`config.mk`:
```
export PLATFORM = sky130hd
export DESIGN_NAME = grs_global_reset_sequencer
export DESIGN_NICKNAME = d
export VERILOG_FILES = /design/src/verilog/grs_pkg.sv /design/src/verilog/grs_global_reset_sequencer.sv
export SDC_FILE = /design/constraint.sdc
export NUM_CORES = 1
export LEC_CHECK = 0
export ABC_AREA = 1
export BUFFER_PORTS_ARGS = -buffer_cell sky130_fd_sc_hd__clkbuf_2
export CORE_MARGIN = 4
export CORE_UTILIZATION = 23
export CTS_CLUSTER_DIAMETER = 200
export CTS_CLUSTER_SIZE = 8
export DETAILED_ROUTE_END_ITERATION = 16
export PLACE_DENSITY_LB_ADDON = 0.08
export SLEW_MARGIN = 5
export SYNTH_ARGS = -nofsm -noshare
export SYNTH_HDL_FRONTEND = slang
export SYNTH_SLANG_ARGS = --single-unit
export TNS_END_PERCENT = 1
```
`constraint.sdc`:
```
create_clock -name core_clk -period 3.95 [get_ports core_clk]
set_input_delay 0.395 -clock core_clk [delete_from_list [all_inputs] [get_ports core_clk]]
set_output_delay 0.395 -clock core_clk [all_outputs]
set_load 0.05 [all_outputs]
```
`src/verilog/grs_pkg.sv`:
```
// package: constants and types of the global reset sequencer
package grs_pkg;
  localparam logic [7:0] CMD_GLOBAL_RESET = 8'h81;
  localparam logic [7:0] ACCESS_OPEN_A    = 8'h02;
  localparam logic [7:0] ACCESS_OPEN_B    = 8'h03;
  localparam logic [7:0] REG_CLEAR        = 8'h00;
  localparam int CLK_MHZ         = 20;
  localparam int INIT_LIMIT_US   = 500;
  localparam int INIT_LIMIT_CYC  = INIT_LIMIT_US * CLK_MHZ;
  localparam int CLEAR_DELAY_CYC = 2;
  localparam int INIT_WORK_CYC   = 64;
  typedef struct packed {
    logic       wr;
    logic [1:0] sel;
    logic [7:0] data;
  } grs_wr_type;
  localparam logic [1:0] SEL_ACCESS = 2'h0;
  localparam logic [1:0] SEL_CMD    = 2'h1;
  localparam logic [1:0] SEL_REV    = 2'h2;
endpackage : grs_pkg

```
`src/verilog/grs_global_reset_sequencer.sv`:
```
// global reset sequencer: command gating, restart and revision handshake
// ============================================================
// Behaviour
// - command writes are taken only while the access register holds 02h or 03h.
// - writing 81h to the command register starts a global reset equal to the reset pin.
// - a global reset clears interface registers, flushes the fifo and disables channels.
// - a global reset restarts the processor from its power-up location.
// - the active-low reset pin starts the full internal initialization.
// - the revision register is cleared early and written with the code last.
// - initialization finishes within 500 us; a timeout flag marks a failed start.
`timescale 1ns/1ps
module grs_global_reset_sequencer #(
  parameter logic [7:0] REVISION_CODE  = 8'h5A, // arbitrary value
  parameter int         INIT_LIMIT_CYC = grs_pkg::INIT_LIMIT_CYC,
  parameter int         INIT_WORK_CYC  = grs_pkg::INIT_WORK_CYC
) (
  input  wire logic               core_clk,
  input  wire logic               srst,
  input  wire logic               hw_reset_n,
  input  wire grs_pkg::grs_wr_type host_wr,
  output logic [7:0]              access_enable_reg,
  output logic [7:0]              reset_command_reg,
  output logic [7:0]              firmware_revision_reg,
  output logic                    iface_clear,
  output logic                    fifo_flush,
  output logic                    channel_disable,
  output logic                    cpu_restart,
  output logic                    init_busy,
  output logic                    init_timeout
);
  // ============================================================
  // pin synchroniser
  logic rst_meta, rst_sync;
  always_ff @(posedge core_clk) begin
    if (srst) begin
      rst_meta <= 1'b1;
      rst_sync <= 1'b1;
    end else begin
      rst_meta <= hw_reset_n;
      rst_sync <= rst_meta;
    end
  end

  function automatic logic access_open(input logic [7:0] v);
    access_open = (v == grs_pkg::ACCESS_OPEN_A) || (v == grs_pkg::ACCESS_OPEN_B);
  endfunction : access_open

  function automatic logic wr_hit(input grs_pkg::grs_wr_type w, input logic [1:0] s);
    wr_hit = w.wr && (w.sel == s);
  endfunction : wr_hit

  // ============================================================
  // sequencer
  typedef enum logic [1:0] {ST_RUN, ST_CLEAR, ST_INIT, ST_DONE} grs_state_type;
  grs_state_type state, next_state;
  logic [7:0]  next_access, next_cmd, next_rev;
  logic [31:0] cnt, next_cnt;
  logic [31:0] tmo, next_tmo;
  logic        next_timeout;
  logic        cmd_wr, start;

  always_comb begin
    cmd_wr = wr_hit(host_wr, grs_pkg::SEL_CMD)
             && access_open(access_enable_reg);
    start  = !rst_sync || (cmd_wr && host_wr.data == grs_pkg::CMD_GLOBAL_RESET);
    next_state   = state;
    next_access  = access_enable_reg;
    next_cmd     = reset_command_reg;
    next_rev     = firmware_revision_reg;
    next_cnt     = cnt;
    next_tmo     = tmo;
    next_timeout = init_timeout;
    if (wr_hit(host_wr, grs_pkg::SEL_ACCESS)) begin
      next_access = host_wr.data;
    end
    if (wr_hit(host_wr, grs_pkg::SEL_REV)) begin
      next_rev = host_wr.data;
    end
    if (cmd_wr && state == ST_RUN) begin
      next_cmd = host_wr.data;
    end
    case (state)
      ST_RUN: begin
        next_cmd = grs_pkg::REG_CLEAR;
        if (cmd_wr) next_cmd = host_wr.data;
      end
      ST_CLEAR: begin
        // interface registers dropped, restart at power-up location
        next_access = grs_pkg::REG_CLEAR;
        next_rev    = grs_pkg::REG_CLEAR;
        next_cmd    = grs_pkg::REG_CLEAR;
        next_cnt    = 32'h0;
        next_state  = ST_INIT;
      end
      ST_INIT: begin
        next_cmd = grs_pkg::REG_CLEAR;
        next_cnt = cnt + 32'h1;
        if (cnt >= 32'(INIT_WORK_CYC)) next_state = ST_DONE;
      end
      ST_DONE: begin
        next_rev   = REVISION_CODE;
        next_state = ST_RUN;
      end
      default: next_state = ST_RUN;
    endcase
    // the watchdog counts from start until the code lands
    if (state == ST_RUN) begin
      next_tmo = 32'h0;
    end else begin
      next_tmo = tmo + 32'h1;
      if (tmo >= 32'(INIT_LIMIT_CYC)) next_timeout = 1'b1;
    end
    if (start) begin
      next_state   = ST_CLEAR;
      next_tmo     = 32'h0;
      next_timeout = 1'b0;
      next_cmd     = grs_pkg::REG_CLEAR;
    end
  end

  always_ff @(posedge core_clk) begin
    if (srst) begin
      state                 <= ST_CLEAR;
      access_enable_reg     <= 8'h00;
      reset_command_reg     <= 8'h00;
      firmware_revision_reg <= 8'h00;
      cnt                   <= 32'h0;
      tmo                   <= 32'h0;
      init_timeout          <= 1'b0;
    end else begin
      state                 <= next_state;
      access_enable_reg     <= next_access;
      reset_command_reg     <= next_cmd;
      firmware_revision_reg <= next_rev;
      cnt                   <= next_cnt;
      tmo                   <= next_tmo;
      init_timeout          <= next_timeout;
    end
  end

  // ============================================================
  // flags
  // flush and disable held for the whole init so channels stay quiet
  always_comb begin
    iface_clear     = (state == ST_CLEAR);
    cpu_restart     = (state == ST_CLEAR);
    fifo_flush      = (state != ST_RUN);
    channel_disable = (state != ST_RUN);
    init_busy       = (state != ST_RUN);
  end
endmodule : grs_global_reset_sequencer

```
==> flow_summary.ini, run 1 <==
[run_status]
status = finished, final reports clean

[critical_path]
endpoint = cnt[5]
rr_endpoint = cnt[5]
startpoint = state[0]
critPathKind = flop to flop
crit_arrival_ps = 2630
cp_max_fo = 16
r2r_cells = 6
endpoint_kind = flop
r2r_start = state[0]
cp-start-kind = flop
rrSetupSlack_ps = 1600
cp.required_ps = 4230

[clock_tree]
cts_sinks = 93
cts_setup_buffers = 0
cts_tree = built
ctsHoldBuffers = 0
clk_pin_slew_ps = 80
cts_buffer_depth = 2
numCtsBuffers = 9
cts.repair.resized = 0
htreeDepth = 3
cts_root_buffer = clkbuf_16
clkLatencyLatePin_ps = 350

[sta]
maxSlewViolCount = 0
max_slew_margin_pct = 47.6
setup_tns_ps = 0
grt_setup_unrepaired = no
finalSetupViolCount = 0
hold_slack_ps = 218
fin_crit_sh_pct = 59.4
skew_ps = 13.0
finalHoldViolCount = 0
period_needed_ps = 2350
fmax_ghz = 0.426
worst_pin_slew_ps = 786

[route]
num_vias = 4536
drtIter0Drc = 278
ant_nets = 0
routed_via_density = 4.35
wl_per_cell_um = 12.9
drcViolationCount = 0
wirelength_mm = 13.5
dr.pass1.iters = 5

[floorplan]
num_io_pins = 44
core_area_um2 = 20400
die_area_um2 = 23400
die_w_um = 153
initial_utilization_pct = 23.6
fp-row-count = 52
chipHeight_um = 153

[logic_synthesis]
syn_inst = 724
synthDominantCellAreaShare_pct = 38.6
synth_edf_count = 0
yosys_warnings = 0
syn_nets = 747
async_flop_share_pct = 0
synth_seq_cells = 93
netlist_area_um2 = 4820
synth_ff_type = dfxtp_1
synth_cell_types = 36
yosysSeqAreaShare_pct = 38.6
synthTopCellsByArea = dfxtp_1 39%, nand2_1 13%, nor2_1 8.6%
avgSynthCellArea_um2 = 6.66
synth_top_cell_by_area = dfxtp_1

[flow_run]
cap_violations = 0

[place]
numPortBuffers = 43
gp_congestion = 0.820
place_hpwl_mm = 10.5

[cells_and_area]
final_nets = 790
top_regs = cnt x32, tmo x32
areaGrowthSynthToFinish_pct = 16.1
n_antenna_cell = 0
utilization_pct = 27.4
drive_gt1_share_pct = 13.2

[min_path]
hp-class = input pin to flop
worstHoldStart = hw_reset_n

[pwr]
cellLeakagePower_nw = 2.11
finalPower_mw = 2.53
ir_drop_v = 0.000262
p_per_area_nw_per_um2 = 451

[global_routing]
grt_usage_pct = 11.5
grt_overflow = 0
antenna_found_initial = 0
first_global_vias = 4351
grt_max_degree = 33
grt_pass1_wl_mm = 22.1
cell usage after synthesis, types with 3 or more instances:
cell type,count
a21oi_1,58
nor2_4,3
a31oi_1,6
nand2_2,5
inv_2,5
nor2_1,111
nor3_2,4
o21ai_0,30
nor3_1,21
nand4_1,16
buf_2,7
or2_2,3
nand2_1,170
nand3_1,45
nor2_2,11
inv_1,93
nand3_2,4
ha_1,9
dfxtp_1,93
xor2_1,6
buf_4,4
a211oi_1,3
cell type report:
type	count	area, µm²
clock buffers	9	225
clock inverters	7	57.6
fillers	2326	14800
inverters	99	374
multi-input cells	519	2510
flip-flops and latches	93	1860
well taps	270	338
repair buffers	45	230
report_power, final:
part / internal (mW) / total, mW / switching (mW) / leakage, nW
sequential: 0.995 / 1.04 / 0.0423 / 0.753
combinational: 0.146 / 0.638 / 0.492 / 1.22
clock: 0.438 / 0.852 / 0.414 / 0.141
worst max-delay path, cell delays in order (launching register included):
cell and delay [ps]:
dfxtp_1 430, inv_1 160, ha_1 460, a21oi_2 660
buf_4 320, o21ai_0 110, a21oi_1 120
how the worst min path moves through the flow:
stage	to	slack, ps	cells past startpoint
3_5_place_dp	rst_sync	390	1
4_1_cts	rst_meta	200	2
6_report	rst_meta	220	2
3_3_place_gp	rst_sync	390	1
2_1_floorplan	rst_sync	390	1
5_1_grt	rst_meta	210	2
metrics by stage:
step	cell area, µm²	instances	setup WS [ps]
2_1_floorplan	4820	724	2150
3_3_place_gp	5320	1026	1710
3_5_place_dp	5320	1026	1620
4_1_cts	5600	1042	1600
5_1_grt	5600	1042	1320
6_report	5600	1042	1600
cells in the final DEF (no fill, tap or decap), drive strengths merged:
| cell type | instances |
|---|---|
| o21ai | 31 |
| nor4 | 2 |
| nand2 | 176 |
| xor2 | 6 |
| clkinv | 3 |
| and2 | 1 |
| nand4 | 16 |
| ha | 9 |
| nor2 | 126 |
| nand3b | 1 |
| dfxtp | 93 |
| buf | 2 |
| nor3 | 26 |
| nand3 | 49 |
| a21oi | 59 |
| clkbuf | 52 |
| a211oi | 3 |
| o31ai | 1 |
| xnor2 | 2 |
| o221ai | 1 |
| or2 | 4 |
| a31oi | 6 |
| inv | 103 |
logic make-up (layout without fill, tap and decap cells):
logic type,count (synthesis),count (layout),share of synthesized area [%]
XOR/XNOR,8,8,1.45
flip-flops,93,93,38.6
buffers and inverters,112,160,9.26
AND/OR/NAND/NOR,401,401,37.3
AO/OA/AOI/OAI,101,101,11.1
adder cells (fa/ha/maj),9,9,2.33
routing by layer:
| metal | vias to the layer above | GRT usage [%] | wire length, µm |
|---|---|---|---|
| met5 | - | 0 | 0 |
| met4 | 0 | 3.22 | 187 |
| met2 | 53 | 19.6 | 6420 |
| met1 | 2061 | 14.8 | 6470 |
| li1 | 2409 | - | - |
| met3 | 13 | 2.49 | 374 |
No activity file was read; power rests on OpenSTA's default activity.
==> run 2: changes to the inputs <==
==> constraint.sdc (replaced) <==
create_clock -name core_clk -period 2.1 [get_ports core_clk]
set_input_delay 0.21 -clock core_clk [delete_from_list [all_inputs] [get_ports core_clk]]
set_output_delay 0.21 -clock core_clk [all_outputs]
set_load 0.05 [all_outputs]
==> flow_summary.ini, run 2 (synthesis results as in run 1) <==
[pwr]
p_clk_share_pct = 34.6
power_frac_comb_pct = 25.7
pwr-share-seq_pct = 39.6
cellLeakagePower_nw = 2.15
p_per_area_nw_per_um2 = 866
p_int_mw = 3.13
finalPower_mw = 4.91
ir_drop_v = 0.000579
power.switching_mw = 1.78
switching_share_pct = 36.3

[route]
routed_via_density = 4.31
num_vias = 4511
ant_nets = 0
dr.pass1.iters = 4
drtIter0Drc = 218
wl_per_cell_um = 12.7
wirelength_mm = 13.3
drcViolationCount = 0

[sta]
grt_setup_unrepaired = no
setup_tns_ps = 0
max_slew_margin_pct = 71.3
finalSetupViolCount = 0
period_needed_ps = 1870
fin_crit_sh_pct = 88.9
skew_ps = 14.0
maxSlewViolCount = 0
fmax_ghz = 0.536
worst_pin_slew_ps = 429
finalHoldViolCount = 0

[place]
numPortBuffers = 43
gp_congestion = 0.786
place_inst = 1030
place_hpwl_mm = 10.5

[global_routing]
grt_usage_pct = 11.3
antenna_found_initial = 0
grt_max_degree = 33
first_global_vias = 4358
grt_overflow = 0
grt_pass1_wl_mm = 21.5

[clock_tree]
cts_tree = built
cts_buffer_depth = 2
cts.repair.resized = 0
htreeDepth = 3
cts_root_buffer = clkbuf_16
clk_pin_slew_ps = 70
cts_setup_buffers = 0
cts_sinks = 93
numCtsBuffers = 9
clkLatencyLatePin_ps = 350
ctsHoldBuffers = 0

[cells_and_area]
layout.cells.most_common_list = 170 x nand2_1, 111 x nor2_1, 93 x inv_1, 93 x dfxtp_1, 58 x a21oi_1
areaGrowthSynthToFinish_pct = 17.5
layout.cells.non_filler = 1046
final_common_cell = nand2_1
top_regs = cnt x32, tmo x32
final_nets = 794
n_antenna_cell = 0
drive_gt1_share_pct = 13.7
nFillCells = 2283

[critical_path]
cp-start-kind = flop
startpoint = state[1]
r2r_start = state[1]
endpoint_kind = flop
crit_arrival_ps = 2120
cp_max_fo = 7
critPathKind = flop to flop
cp.required_ps = 2350

[run_status]
status = finished, final reports clean

[floorplan]
die_w_um = 153
die_area_um2 = 23400
chipHeight_um = 153
fp-row-count = 52
initial_utilization_pct = 23.6
core_area_um2 = 20400
num_io_pins = 44

[min_path]
worstHoldStart = hw_reset_n
hp-class = input pin to flop

[flow_run]
cap_violations = 0
## run 2: changes by cell type in the layout (fill, tap and decap cells not counted), sizes merged
| cell | delta |
|---|---|
| buf | +4 |
| bufinv | +1 |
| inv | -1 |
## run 2: power by group through the flow
stage	Combinational [mW]	Sequential (mW)	Clock [mW]
after floorplan	0.708	2.22	0
after global placement	1.27	1.98	0
after detailed placement	1.27	1.99	0
after CTS	1.27	1.95	1.79
after global routing	1.38	1.96	1.84
final	1.26	1.95	1.70
## run 2: area by class of cell
| cell class | count | area (µm²) | share of cell area, % |
|---|---|---|---|
| multi-input combinational | 519 | 2510 | 44.4 |
| sequential | 93 | 1860 | 32.9 |
| inverter | 99 | 374 | 6.60 |
| tap | 270 | 338 | 5.96 |
| timing repair buffer | 49 | 273 | 4.81 |
| clock buffer | 9 | 225 | 3.98 |
| clock inverter | 7 | 78.8 | 1.39 |
## run 2: layer usage
layer | routed length (µm) | vias up | track usage, % | share of wire [%]
li1 | - | 2412 | - | -
met1 | 6360 | 2036 | 13.9 | 48
met2 | 6410 | 54 | 19.8 | 48
met3 | 383 | 9 | 2.88 | 2.9
met4 | 126 | 0 | 2.59 | 0.95
met5 | 0 | - | 0 | 0
## run 2: critical path: stages, from the launching register on
cell     delay, ps
dfxtp_1        400
inv_1          100
ha_1           350
inv_4           80
nor3_2         240
nand3_1        180
nor2_2         210
nand3_1        100
nand2_1         70
nor2_1          40
## run 2: per-stage QoR
stage / instance area [µm²] / hold WS [ps] / setup WS [ps] / utilization (%)
after floorplan: 4820 / 314 / 299 / -
after global placement: 5360 / 395 / 292 / 26.2
after detailed placement: 5360 / 395 / 187 / 26.2
after CTS: 5670 / 12.1 / 176 / 27.7
after global routing: 5670 / 12.9 / 20.8 / 27.7
final: 5670 / 35.1 / 234 / 27.7
## run 2: path summary, 6_finish.rpt
path / endpoint / slack [ps] / depth (start not counted)
hold / removal: rst_meta / 40 / 2
setup reg to reg: cnt[21] / 230 / 9
hold reg to reg: rst_sync / 410 / 1
setup / recovery: cnt[21] / 230 / 9
